`config.mk`:
```
export PLATFORM = sky130hd
export DESIGN_NAME = adcsq_top
export DESIGN_NICKNAME = d
export VERILOG_FILES = /design/src/adcsq_pkg.sv /design/src/adcsq_sync.sv /design/src/adcsq_conv_timer.sv /design/src/adcsq_top.sv
export VERILOG_INCLUDE_DIRS = /design/src
export SDC_FILE = /design/constraint.sdc
export NUM_CORES = 1
export LEC_CHECK = 0
export BUFFER_PORTS_ARGS = -buffer_cell sky130_fd_sc_hd__buf_2
export CAP_MARGIN = 20
export CORE_AREA = 2 2 118 120
export CTS_CLUSTER_SIZE = 25
export DETAILED_ROUTE_END_ITERATION = 10
export DIE_AREA = 0 0 120 122
export GPL_TIMING_DRIVEN = 0
export PLACE_DENSITY = 0.53
export SLEW_MARGIN = 20
export SYNTH_ARGS = -nofsm -noshare
export SYNTH_HDL_FRONTEND = slang
export SYNTH_SLANG_ARGS = --single-unit
```
`constraint.sdc`:
```
create_clock -name clk -period 6.3 [get_ports clk]
set_clock_uncertainty 0.05 [all_clocks]
set_input_delay 1.26 -clock clk [delete_from_list [all_inputs] [get_ports clk]]
set_output_delay 1.26 -clock clk [all_outputs]
set_load 0.005 [all_outputs]
```
`src/adcsq_regs.svh`:
```
`ifndef ADCSQ_REGS_SVH
`define ADCSQ_REGS_SVH

// ----------------------------------------------------------------------
// Channel and data bus layout
// ----------------------------------------------------------------------
// Number of simultaneously sampled channels.
`define ADCSQ_CH_NUM          4
// Width of one conversion result.
`define ADCSQ_DATA_W          12
// Field of the data bus that programs the channel select register.
`define ADCSQ_CSR_LSB         0
`define ADCSQ_CSR_MSB         3
// Reset value of the channel select register.
`define ADCSQ_CSR_RESET       4'h0
// Result slot that the output pointer addresses after a start.
`define ADCSQ_FIRST_SLOT      2'h0
// Value of the hardware/software select pin that picks the register.
`define ADCSQ_SEL_SOFTWARE    1'b1
// Value of the clock source select pin that picks the external clock.
`define ADCSQ_CLK_EXTERNAL    1'b1

// ----------------------------------------------------------------------
// Timing
// ----------------------------------------------------------------------
// Conversion clock periods needed for one channel.
`define ADCSQ_CONV_CLKS       14
// System clock period in nanoseconds.
`define ADCSQ_SYS_PERIOD_NS   10
// Period of the internal conversion clock in nanoseconds.
`define ADCSQ_INT_PERIOD_NS   118
// Internal conversion clock as a count of system clocks, rounded down.
`define ADCSQ_INT_DIV         (`ADCSQ_INT_PERIOD_NS / `ADCSQ_SYS_PERIOD_NS)

`endif

```
`src/adcsq_pkg.sv`:
```
package adcsq_pkg;

  // ----------------------------------------------------------------------
  // Sequencer states
  // ----------------------------------------------------------------------
  // Idle waits for a start edge; convert works through the channel mask.
  typedef enum logic [0:0]
  {
    ADCSQ_IDLE    = 1'b0,
    ADCSQ_CONVERT = 1'b1
  } adcsq_state_t;

endpackage : adcsq_pkg

```
`src/adcsq_sync.sv`:
```
`timescale 1ns/100ps

// ----------------------------------------------------------------------
// Two-stage synchroniser for pin inputs
// ----------------------------------------------------------------------
module adcsq_sync
#(
  parameter int          WIDTH    = 1,
  parameter logic [63:0] RST_VAL  = 64'h0
)
(
  input  wire logic             clk,
  input  wire logic             rst_n,
  input  wire logic [WIDTH-1:0] d,
  output logic      [WIDTH-1:0] q
);

  // First stage; read only by the second stage to contain metastability.
  logic [WIDTH-1:0] meta_q;

  // Both stages reset to the idle level of the pin.
  always_ff @(posedge clk or negedge rst_n)
  begin
    if (!rst_n)
    begin
      meta_q <= RST_VAL[WIDTH-1:0];
      q      <= RST_VAL[WIDTH-1:0];
    end
    else
    begin
      meta_q <= d;
      q      <= meta_q;
    end
  end

endmodule : adcsq_sync

```
`src/adcsq_conv_timer.sv`:
```
`timescale 1ns/100ps
`include "adcsq_regs.svh"

// ----------------------------------------------------------------------
// Per-channel conversion timer
// ----------------------------------------------------------------------
// Counts conversion clock ticks and pulses done once CYCLES have passed.
module adcsq_conv_timer
#(
  parameter int CYCLES = `ADCSQ_CONV_CLKS
)
(
  input  wire logic clk,
  input  wire logic rst_n,
  input  wire logic clear,
  input  wire logic run,
  input  wire logic tick,
  output logic      done
);

  localparam int CW = $clog2(CYCLES + 1);
  localparam logic [CW-1:0] LAST = CW'(CYCLES - 1);

  // Ticks counted so far in the current channel.
  logic [CW-1:0] cnt_q;
  logic [CW-1:0] cnt_d;
  // The last tick of a channel completes it.
  wire           last_tick = run & tick & (cnt_q == LAST);

  assign done  = last_tick;
  assign cnt_d = (clear | last_tick) ? '0 :
                 (run & tick)        ? cnt_q + CW'(1) : cnt_q;

  // Counter restarts on clear so a new sequence never inherits ticks.
  always_ff @(posedge clk or negedge rst_n)
  begin
    if (!rst_n)
      cnt_q <= '0;
    else
      cnt_q <= cnt_d;
  end

endmodule : adcsq_conv_timer

```
`src/adcsq_top.sv`:
```
`timescale 1ns/100ps
`include "adcsq_regs.svh"

// Overview of operation
// - Busy rises at start, falls after last channel
// - First flag high while pointer at slot one
// - Start edge holds all track/holds, starts conversion
// - Channel selection latched at start edge only
// - Reads and writes need chip select low
// - Data outputs enabled only with read, select low
// - Write rising edge loads low nibble into register
// - Select low: sequence from hardware select pins
// - Select high: sequence from channel select register
// - Standby input low enters power saving state
// - Register bit 0 is channel 1, bit 3 channel 4
// - End-of-conversion pulses low per finished channel
// - Each channel takes fourteen conversion clocks
// - Clock source select picks internal or external clock
module adcsq_top
#(
  parameter int CH_NUM    = `ADCSQ_CH_NUM,
  parameter int DATA_W    = `ADCSQ_DATA_W,
  parameter int CONV_CLKS = `ADCSQ_CONV_CLKS,
  parameter int INT_DIV   = `ADCSQ_INT_DIV
)
(
  input  wire logic              clk,
  input  wire logic              resetn,
  input  wire logic              conversion_start_n,
  input  wire logic              cs_n,
  input  wire logic              rd_n,
  input  wire logic              wr_n,
  input  wire logic [CH_NUM-1:0] hw_channel_select,
  input  wire logic              hw_sw_select,
  input  wire logic              standby_n,
  input  wire logic              clock_source_select,
  input  wire logic              external_conversion_clock,
  input  wire logic [CH_NUM-1:0] data_bus_low_nibble,
  input  wire logic [DATA_W-1:0] sample_code,
  output logic      [DATA_W-1:0] data_out,
  output logic                   data_oe,
  output logic                   busy,
  output logic                   eoc_n,
  output logic                   first_result_flag,
  output logic                   track_hold_hold,
  output logic      [1:0]        active_channel,
  output logic                   standby_active
);

  // ----------------------------------------------------------------------
  // Reset release
  // ----------------------------------------------------------------------
  // Reset asserts at once and releases through two flops, so every register
  // reset by rst_n leaves reset on the same clean edge.
  logic [1:0] rst_sync_q;
  wire        rst_n = rst_sync_q[1];

  always_ff @(posedge clk or negedge resetn)
  begin
    if (!resetn)
      rst_sync_q <= 2'h0;
    else
      rst_sync_q <= {rst_sync_q[0], 1'b1};
  end

  // ----------------------------------------------------------------------
  // Pin synchronisers
  // ----------------------------------------------------------------------
  // All host pins arrive asynchronously; chip select, read and write idle high, start idles low.
  logic [3:0]        strb_s;      // {start, cs, rd, wr} after two flops.
  logic [CH_NUM-1:0] hw_sel_s;    // Hardware channel select pins.
  logic [CH_NUM-1:0] bus_s;       // Low nibble of the data bus.
  logic [3:0]        misc_s;      // {hw/sw, standby, clk src, ext clk}.

  adcsq_sync #(.WIDTH(4), .RST_VAL(64'h7)) u_sync_strb
  (
    .clk (clk),
    .rst_n (rst_n),
    .d   ({conversion_start_n, cs_n, rd_n, wr_n}),
    .q   (strb_s)
  );

  // The data nibble takes the same two flops as the write strobe, so the
  // value seen at the strobe edge is the one the host set up for it.
  adcsq_sync #(.WIDTH(2 * CH_NUM), .RST_VAL(64'h0)) u_sync_bus
  (
    .clk (clk),
    .rst_n (rst_n),
    .d   ({hw_channel_select, data_bus_low_nibble}),
    .q   ({hw_sel_s, bus_s})
  );

  adcsq_sync #(.WIDTH(4), .RST_VAL(64'h4)) u_sync_misc
  (
    .clk (clk),
    .rst_n (rst_n),
    .d   ({hw_sw_select, standby_n, clock_source_select, external_conversion_clock}),
    .q   (misc_s)
  );

  wire start_s   = strb_s[3];
  wire cs_s      = strb_s[2];
  wire rd_s      = strb_s[1];
  wire wr_s      = strb_s[0];
  wire hwsw_s    = misc_s[3];
  wire standby_n_n_s  = misc_s[2];
  wire clksrc_s  = misc_s[1];
  wire extclk_s  = misc_s[0];

  // ----------------------------------------------------------------------
  // Edge detection
  // ----------------------------------------------------------------------
  // Previous synchronised levels, used to find rising edges.
  logic start_prev_q;
  logic rd_prev_q;
  logic wr_prev_q;
  logic extclk_prev_q;

  always_ff @(posedge clk or negedge rst_n)
  begin
    if (!rst_n)
    begin
      start_prev_q  <= 1'b1;
      rd_prev_q     <= 1'b1;
      wr_prev_q     <= 1'b1;
      extclk_prev_q <= 1'b0;
    end
    else
    begin
      start_prev_q  <= start_s;
      rd_prev_q     <= rd_s;
      wr_prev_q     <= wr_s;
      extclk_prev_q <= extclk_s;
    end
  end

  // Start on a low-to-high edge; ignored in standby and while busy.
  wire start_edge = start_s & ~start_prev_q & standby_n_n_s;
  // A read ends when read goes high with chip select still low.
  wire read_end   = rd_s & ~rd_prev_q & ~cs_s;
  // A write lands on the rising write edge, selected and not reading.
  wire write_edge = wr_s & ~wr_prev_q & ~cs_s & rd_s;
  wire ext_tick   = extclk_s & ~extclk_prev_q;

  // ----------------------------------------------------------------------
  // Channel select register
  // ----------------------------------------------------------------------
  // Bit n enables channel n+1, so bit 0 is the first channel.
  logic [CH_NUM-1:0] csr_q;

  always_ff @(posedge clk or negedge rst_n)
  begin
    if (!rst_n)
      csr_q <= `ADCSQ_CSR_RESET;
    else if (write_edge)
      csr_q <= bus_s[`ADCSQ_CSR_MSB:`ADCSQ_CSR_LSB];
  end

  // Source of the sequence: pins or register, chosen by the select pin.
  wire [CH_NUM-1:0] sel_mask = (hwsw_s == `ADCSQ_SEL_SOFTWARE) ?
                               csr_q :
                               hw_sel_s;

  // ----------------------------------------------------------------------
  // Conversion clock
  // ----------------------------------------------------------------------
  // The internal clock is a divided system clock. The external one is only
  // as fast as its synchronised edges allow, i.e. at most half the rate.
  localparam int DW = $clog2(INT_DIV + 1);
  logic [DW-1:0] div_q;
  wire           int_tick = (div_q == DW'(INT_DIV - 1));

  always_ff @(posedge clk or negedge rst_n)
  begin
    if (!rst_n)
      div_q <= '0;
    else if (int_tick)
      div_q <= '0;
    else
      div_q <= div_q + DW'(1);
  end

  wire conv_tick = (clksrc_s == `ADCSQ_CLK_EXTERNAL) ? ext_tick : int_tick;

  // ----------------------------------------------------------------------
  // Sequencer
  // ----------------------------------------------------------------------
  adcsq_pkg::adcsq_state_t state_q;
  adcsq_pkg::adcsq_state_t state_d;
  logic [CH_NUM-1:0] rem_q;       // Channels still to convert.
  logic [CH_NUM-1:0] rem_d;
  logic [2:0]        nres_q;      // Results stored in this sequence.
  logic [2:0]        nres_d;
  logic              eoc_n_q;     // End-of-conversion output flop.
  logic              chan_done;   // Timer reports a finished channel.
  logic [1:0]        cur_ch;      // Lowest channel left to convert.

  // Lowest set bit picks the next channel, giving ascending order and
  // skipping unselected channels at no cost in time.
  always_comb
  begin
    cur_ch = 2'h0;
    for (int i = CH_NUM - 1; i >= 0; i--)
      if (rem_q[i])
        cur_ch = 2'(i);
  end

  wire [CH_NUM-1:0] cur_onehot = CH_NUM'(1) << cur_ch;
  wire              converting = (state_q == adcsq_pkg::ADCSQ_CONVERT);
  wire              last_chan  = ((rem_q & ~cur_onehot) == '0);
  // Only a start that the idle sequencer takes may clear the timer or move
  // the pointer, so a start while busy or with no channel changes nothing.
  wire              start_take = start_edge & ~converting & (sel_mask != '0);

  adcsq_conv_timer #(.CYCLES(CONV_CLKS)) u_timer
  (
    .clk   (clk),
    .rst_n (rst_n),
    .clear (start_take),
    .run   (converting),
    .tick  (conv_tick),
    .done  (chan_done)
  );

  // Next-state logic; an empty selection converts nothing and stays idle.
  always_comb
  begin
    state_d = state_q;
    rem_d   = rem_q;
    nres_d  = nres_q;
    case (state_q)
      adcsq_pkg::ADCSQ_IDLE:
      begin
        if (start_take)
        begin
          rem_d   = sel_mask;
          nres_d  = 3'h0;
          state_d = adcsq_pkg::ADCSQ_CONVERT;
        end
      end
      adcsq_pkg::ADCSQ_CONVERT:
      begin
        if (chan_done)
        begin
          rem_d  = rem_q & ~cur_onehot;
          nres_d = nres_q + 3'h1;
          if (last_chan)
            state_d = adcsq_pkg::ADCSQ_IDLE;
        end
      end
      default:
        state_d = adcsq_pkg::ADCSQ_IDLE;
    endcase
  end

  always_ff @(posedge clk or negedge rst_n)
  begin
    if (!rst_n)
    begin
      state_q <= adcsq_pkg::ADCSQ_IDLE;
      rem_q   <= '0;
      nres_q  <= 3'h0;
      eoc_n_q <= 1'b1;
    end
    else
    begin
      state_q <= state_d;
      rem_q   <= rem_d;
      nres_q  <= nres_d;
      eoc_n_q <= ~(converting & chan_done);
    end
  end

  // ----------------------------------------------------------------------
  // Result store and output pointer
  // ----------------------------------------------------------------------
  // Results sit in conversion order so the pointer walks only real data.
  logic [DATA_W-1:0] res_q [CH_NUM];
  logic [1:0]        ptr_q;
  logic [DATA_W-1:0] dout_q;
  wire               ptr_wrap = ({1'b0, ptr_q} + 3'h1) >= nres_q;

  always_ff @(posedge clk)
  begin
    if (converting && chan_done)
      res_q[nres_q[1:0]] <= sample_code;
  end

  // A new start wins over a read that ends in the same cycle.
  always_ff @(posedge clk or negedge rst_n)
  begin
    if (!rst_n)
      ptr_q <= `ADCSQ_FIRST_SLOT;
    else if (start_take)
      ptr_q <= `ADCSQ_FIRST_SLOT;
    else if (read_end)
      ptr_q <= ptr_wrap ? `ADCSQ_FIRST_SLOT : ptr_q + 2'h1;
  end

  // Output data is registered from the slot under the pointer.
  always_ff @(posedge clk or negedge rst_n)
  begin
    if (!rst_n)
      dout_q <= '0;
    else
      dout_q <= res_q[ptr_q];
  end

  // ----------------------------------------------------------------------
  // Outputs
  // ----------------------------------------------------------------------
  assign data_out          = dout_q;
  assign data_oe           = ~cs_s & ~rd_s;
  assign busy              = converting;
  assign eoc_n             = eoc_n_q;
  assign first_result_flag = (ptr_q == `ADCSQ_FIRST_SLOT);
  assign track_hold_hold   = converting;
  assign active_channel    = cur_ch;
  assign standby_active    = ~standby_n_n_s;

endmodule : adcsq_top

```
==> Yosys cells after proc, flatten, opt, wreduce, memory -nomap -nowiden <==
Memory sizes are Yosys's and may differ from the RTL's. A register that Yosys moved wholly into a read port is not among the register bits.
Cells that the tools add are included.
{ "word_totals": {"ram_bits": 48, "memories": 1, "in_bits": 30, "out_inout_bits": 20, "register_bits": 61, "word_cells": 89} }
{ "op_classes": {"shift": 1, "magnitude_cmp": 1, "addsub": 5, "n_reduce_logical": 8, "eq_ne": 4, "n_bitwise": 26, "n_mux": 24} }
{ "mem_list": {"columns": ["name", "depth", "width", "rd", "rd_ports_with_merged_regs", "wr", "line", "text"], "rows": [
  ["res_q", 4, 12, 1, 1, 1, "adcsq_top.sv:278", "logic [DATA_W-1:0] res_q [CH_NUM];"]
]} }
{ "op_table": {"columns": ["operator", "count"], "rows": [
  ["two-way mux 4 bit", 6],
  ["AND 1 bit", 14],
  ["two-way mux 2 bit", 7],
  ["NOT 1 bit", 9],
  ["adder 4 x 1 -> 4 bit (second input constant)", 2],
  ["== test 4 bit (second input constant)", 2],
  ["case mux 4 bit (2 select lines)", 1],
  ["two-way mux 1 bit", 6],
  ["two-way mux 3 bit", 2],
  ["case mux 3 bit (2 select lines)", 1],
  ["AND 4 bit", 1],
  ["logical NOT 4 bit", 1],
  ["!= test 2 x 1 -> 1 bit (second input constant)", 2],
  ["NOT 4 bit", 1],
  ["nonzero test 2 bit", 2],
  ["nonzero test 4 bit", 1],
  ["left shift 1 x 2 -> 4 bit (first input constant)", 1],
  ["adder 2 x 1 -> 3 bit (second input constant)", 1],
  ["adder 3 x 1 -> 3 bit (second input constant)", 1],
  ["greater-or-equal comparator 3 bit", 1],
  ["adder 2 x 1 -> 2 bit (second input constant)", 1],
  ["logical NOT 2 bit", 1],
  ["case mux 1 bit (2 select lines)", 1],
  ["AND reduction 2 bit", 1],
  ["other kinds (3)", 3]
]} }

==> Depth between registers and ports, before layout <==
{ "depth": {"word_depth": 11, "depth_mapped": 9, "mapped_depth_nobuf": 7} }

==> Cells and area by module <==
Synthesis repeated with hierarchy kept, for this count alone.
{ "unflattened": {"hier_cells": 256, "hier_area_um2": 4410.5} }
{ "by_module_without_submodules": {"columns": ["module", "cells_each", "area_per_inst_um2", "instances", "seq_area_each_um2"], "rows": [
  ["adcsq_top", 201, 3368.2, 1, 2372.3],
  ["adcsq_sync (u_sync_bus)", 16, 400.4, 1, 400.4],
  ["adcsq_conv_timer", 23, 231.5, 1, 100.1],
  ["adcsq_sync (u_sync_strb)", 8, 207.7, 1, 207.7],
  ["adcsq_sync (u_sync_misc)", 8, 202.7, 1, 202.7]
]} }

==> Worst setup path after synthesis <==
OpenSTA, ideal clock, no wires.
{ "synth_timing": {"kind": "flip-flop to output port", "startpoint": "register ptr_q[0]", "endpoint": "output first_result_flag", "slack_ps": 3759, "arrival_time_ps": 1231, "stages_incl_launch_ff": 5, "path_buffers": 2, "cell_sequence": "dfrtp_1 > clkbuf_1 > buf_2 > inv_1 > ha_1"} }
{ "synth_via": {"elab_chain_len": 1} }
{ "synth_rtl": {"columns": ["element", "line", "text"], "rows": [
  ["start, declared", "adcsq_top.sv:279", "logic [1:0] ptr_q;"],
  ["start signal, assigned", "adcsq_top.sv:293", "ptr_q <= `ADCSQ_FIRST_SLOT;"],
  ["start signal, assigned", "adcsq_top.sv:295", "ptr_q <= `ADCSQ_FIRST_SLOT;"],
  ["start signal, assigned", "adcsq_top.sv:297", "ptr_q <= ptr_wrap ? `ADCSQ_FIRST_SLOT : ptr_q + 2'h1;"],
  ["logical NOT 2 bit (no source line)", null, null],
  ["end, declared", "adcsq_top.sv:44", "output logic first_result_flag,"]
]} }
Every way passes these cells.

==> Worst setup path in the final report <==
Same ends and word-level chain as after synthesis.

==> impl_results.md <==
- Status: finished, final reports clean
- Gr ovfl total: 0
- Switching power: 0.402 mW
- Vias in the first global route: 2280
- Initial Utilization: 32.2%
- Bufs on Longest Clock Path: 2
- DRT iter0 DRCs: 108
- Synth Register Bits: 121
- Max Fclk: 301 MHz
- Crit start category: flop
- Fillers: 1207
- # clock sinks: 121
- Syn. warnings: 0
- CTS tree: done
- Num CTS Buffers: 17
- Largest net degree at the start of global routing: 60
- Max rail drop VDD: 0.210 mV
- Total negative setup slack: 0 ns
- Top_reg_cell synth: dfrtp_1
- Clock transition at the registers of the reported paths: 0.05 ns
- Final GP Congestion: 0.715
- RSZ-0062 raised after global routing: false
- Cells after synthesis: 251
- Kind of end point of the critical path: primary output
- Final setup fails: 0
- Vias: 2252
- Synth area leader: dfrtp_1
- Final hold vios: 0
- Measured slew at the worst slew-check pin: 0.753 ns
- First-pass DRT Iterations: 4
- Post-CTS sizing: 0
- Gr usage total: 10.9%
- Ant diodes: 0
- Final instance area: 0.00543 sq mm
- Cts hold-fix bufs: 0
- Syn Std Cell Area: 0.00434 sq mm
- Worst-Skew Late Latency: 0.41 ns
- Final slew viol count: 0
- Vias per inst: 4.39
- Hold Crit Class: reg2async
- Sequential share of power: 46.4%
- Sw Ratio: 20.7%
- Ratio of cells with drive above 1 in the final layout: 34.2%
- CORE AREA: 0.0135 sq mm
- DRT antenna net count: 0
- Clk pwr share: 48.6%
- Ports: 50
- Post-DR wirelength/cell: 14.1 um
- Synth area leaders: dfrtp_1 35%, edfxtp_1 33%, dfstp_2 7.3%
- Final HPWL DP: 4.44 mm
- Drt drc: 0
- Crit Path Max Fanout: 10
- Chip Height: 122 um
- First-pass GRT wire length: 11.4 mm
- Yosys top cell area share: 35.1%
- Post-synth top cells: 61 x dfrtp_1, 48 x edfxtp_1, 12 x dfstp_2, 12 x mux4_2
- Seq/Total Area, Yosys: 75.6%
- EDFF count, synth: 48
- Rows: 43
- Crit path kind: reg2out
- Setup Buffers After CTS: 0
- Initial antenna violation count: 0
- Root buffer cell: clkbuf_16
- Most used standard cell by instance count after synthesis: dfrtp_1
- Crit path DAT: 2.01 ns
- Final #Nets: 361
- Total Wirelength: 7.22 mm
- Combinational Power Share: 5.0%
- Area after DPL: 0.00484 sq mm
- Area of the multi-input gates: 978 sq um
- Die width: 120 um
- Register Area: 0.00329 sq mm
- Crit path time final: 3.32 ns
- Mean post-synth cell area: 17.3 sq um
- Worst Path Required: 4.99 ns
- Leak pwr: 2.15 nW
- H-Tree Depth: 4
- Cell variety after synth: 44
- Rel. slew slack: 49.1%
- # Max-Cap Violations: 0
- Int Pwr: 1.54 mW
- Mapped Nets: 292
- Layout Utilization: 40.2%
- Final worst-path cycle share: 52.6%
- Post-synth ARST share: 60.3%
- Power per Cell Area: 358 mW/mm^2
- Buffers on Ports: 49
- Design Power: 1.94 mW
- Die ar.: 0.0146 sq mm
- Layout area overhead: 24.9%
[power groups by stage]
stage / clock network [mW] / logic [mW] / registers [mW]
finish: 0.944 / 0.0974 / 0.903
global route: 1.00 / 0.114 / 0.909
CTS: 0.968 / 0.0998 / 0.903
detailed placement: 0 / 0.0995 / 0.917
global placement: 0 / 0.0863 / 0.922
floorplan: 0 / 0.0629 / 0.911
[cell families after synthesis]
family | after synthesis | synth area share, %
buffers and inverters | 18 | 1.87
adder cells (fa/ha/maj) | 12 | 3.40
AO/OA/AOI/OAI | 28 | 4.23
other | 1 | 0.0863
AND/OR/NAND/NOR | 47 | 5.76
flip-flops | 121 | 75.6
XOR/XNOR | 3 | 0.605
multiplexers | 21 | 8.44
[per-layer routing]
layer	global-route usage, %	part of all wire (%)
met1	12.4	43
met2	17.1	50
met3	4.40	4.8
met4	6.91	2.9
met5	0	0
[layout by cell type, fill, tap and decap left out, types with 3 or more instances in the layout]
cell / Yosys / layout
dfrtp_1: 61 / 60
buf_2: 1 / 50
edfxtp_1: 48 / 48
clkbuf_16: 0 / 17
mux4_2: 12 / 12
dfstp_2: 12 / 12
inv_1: 11 / 11
nor2_1: 11 / 11
nand2_1: 11 / 11
ha_1: 11 / 11
clkbuf_1: 3 / 8
o21ai_0: 8 / 8
a21oi_1: 7 / 7
nand3_1: 7 / 7
mux2_2: 5 / 5
and2_1: 4 / 4
mux2i_1: 4 / 4
or3_1: 3 / 3
bufinv_16: 0 / 3
[worst paths after layout]
kind	endpoint	cells after the start	slack (ns)	from
min in group clk	u_sync_misc.q[3]	0	0.29	u_sync_misc.meta_q[3]
max in group asynchronous	u_sync_strb.q[0]	1	5.45	rst_sync_q[1]
max reg2reg	ptr_q[1]	9	3.68	ptr_q[0]
max	first_result_flag	5	2.98	ptr_q[0]
min	data_out[6]	0	0.14	rst_sync_q[1]
min reg2reg	data_out[6]	0	0.14	rst_sync_q[1]
[flip-flops by register name (all words and copies together), names as in the netlist]
register / count
busy: 1
csr_q: 4
data_out: 12
div_q: 4
eoc_n: 1
extclk_prev_q: 1
nres_q: 3
ptr_q: 2
rd_prev_q: 1
rem_q: 4
res_q: 48
rst_sync_q: 2
start_prev_q: 1
u_sync_bus.meta_q: 8
u_sync_bus.q: 8
u_sync_misc.meta_q: 4
u_sync_misc.q: 4
u_sync_strb.meta_q: 4
u_sync_strb.q: 4
u_timer.cnt_q: 4
wr_prev_q: 1
[critical path, stage by stage (launching register included)]
cell and delay, ns:
dfrtp_1 0.37, clkbuf_1 0.35, buf_2 0.42, inv_1 0.11, ha_1 0.20, buf_2 0.14
[stage by stage]
| stage | hold slack (ns) | cells | setup slack [ns] |
|---|---|---|---|
| 2_1_floorplan | 0.281 | 251 | 3.76 |
| 3_3_place_gp | 0.284 | 480 | 3.19 |
| 3_5_place_dp | 0.145 | 481 | 3.34 |
| 4_1_cts | 0.150 | 513 | 2.89 |
| 5_1_grt | 0.161 | 513 | 2.78 |
| 6_report | 0.138 | 513 | 2.98 |
[layout make-up]
cell class	instances	share of cell area (%)
clock buffers	23	8.44
multi-input cells	112	18.0
flip-flops and latches	121	60.6
plain buffers	7	0.738
clock inverters	9	2.26
inverters	11	0.761
well taps	180	4.15
repair buffers	50	5.03
No activity file was read; power rests on OpenSTA's default activity.
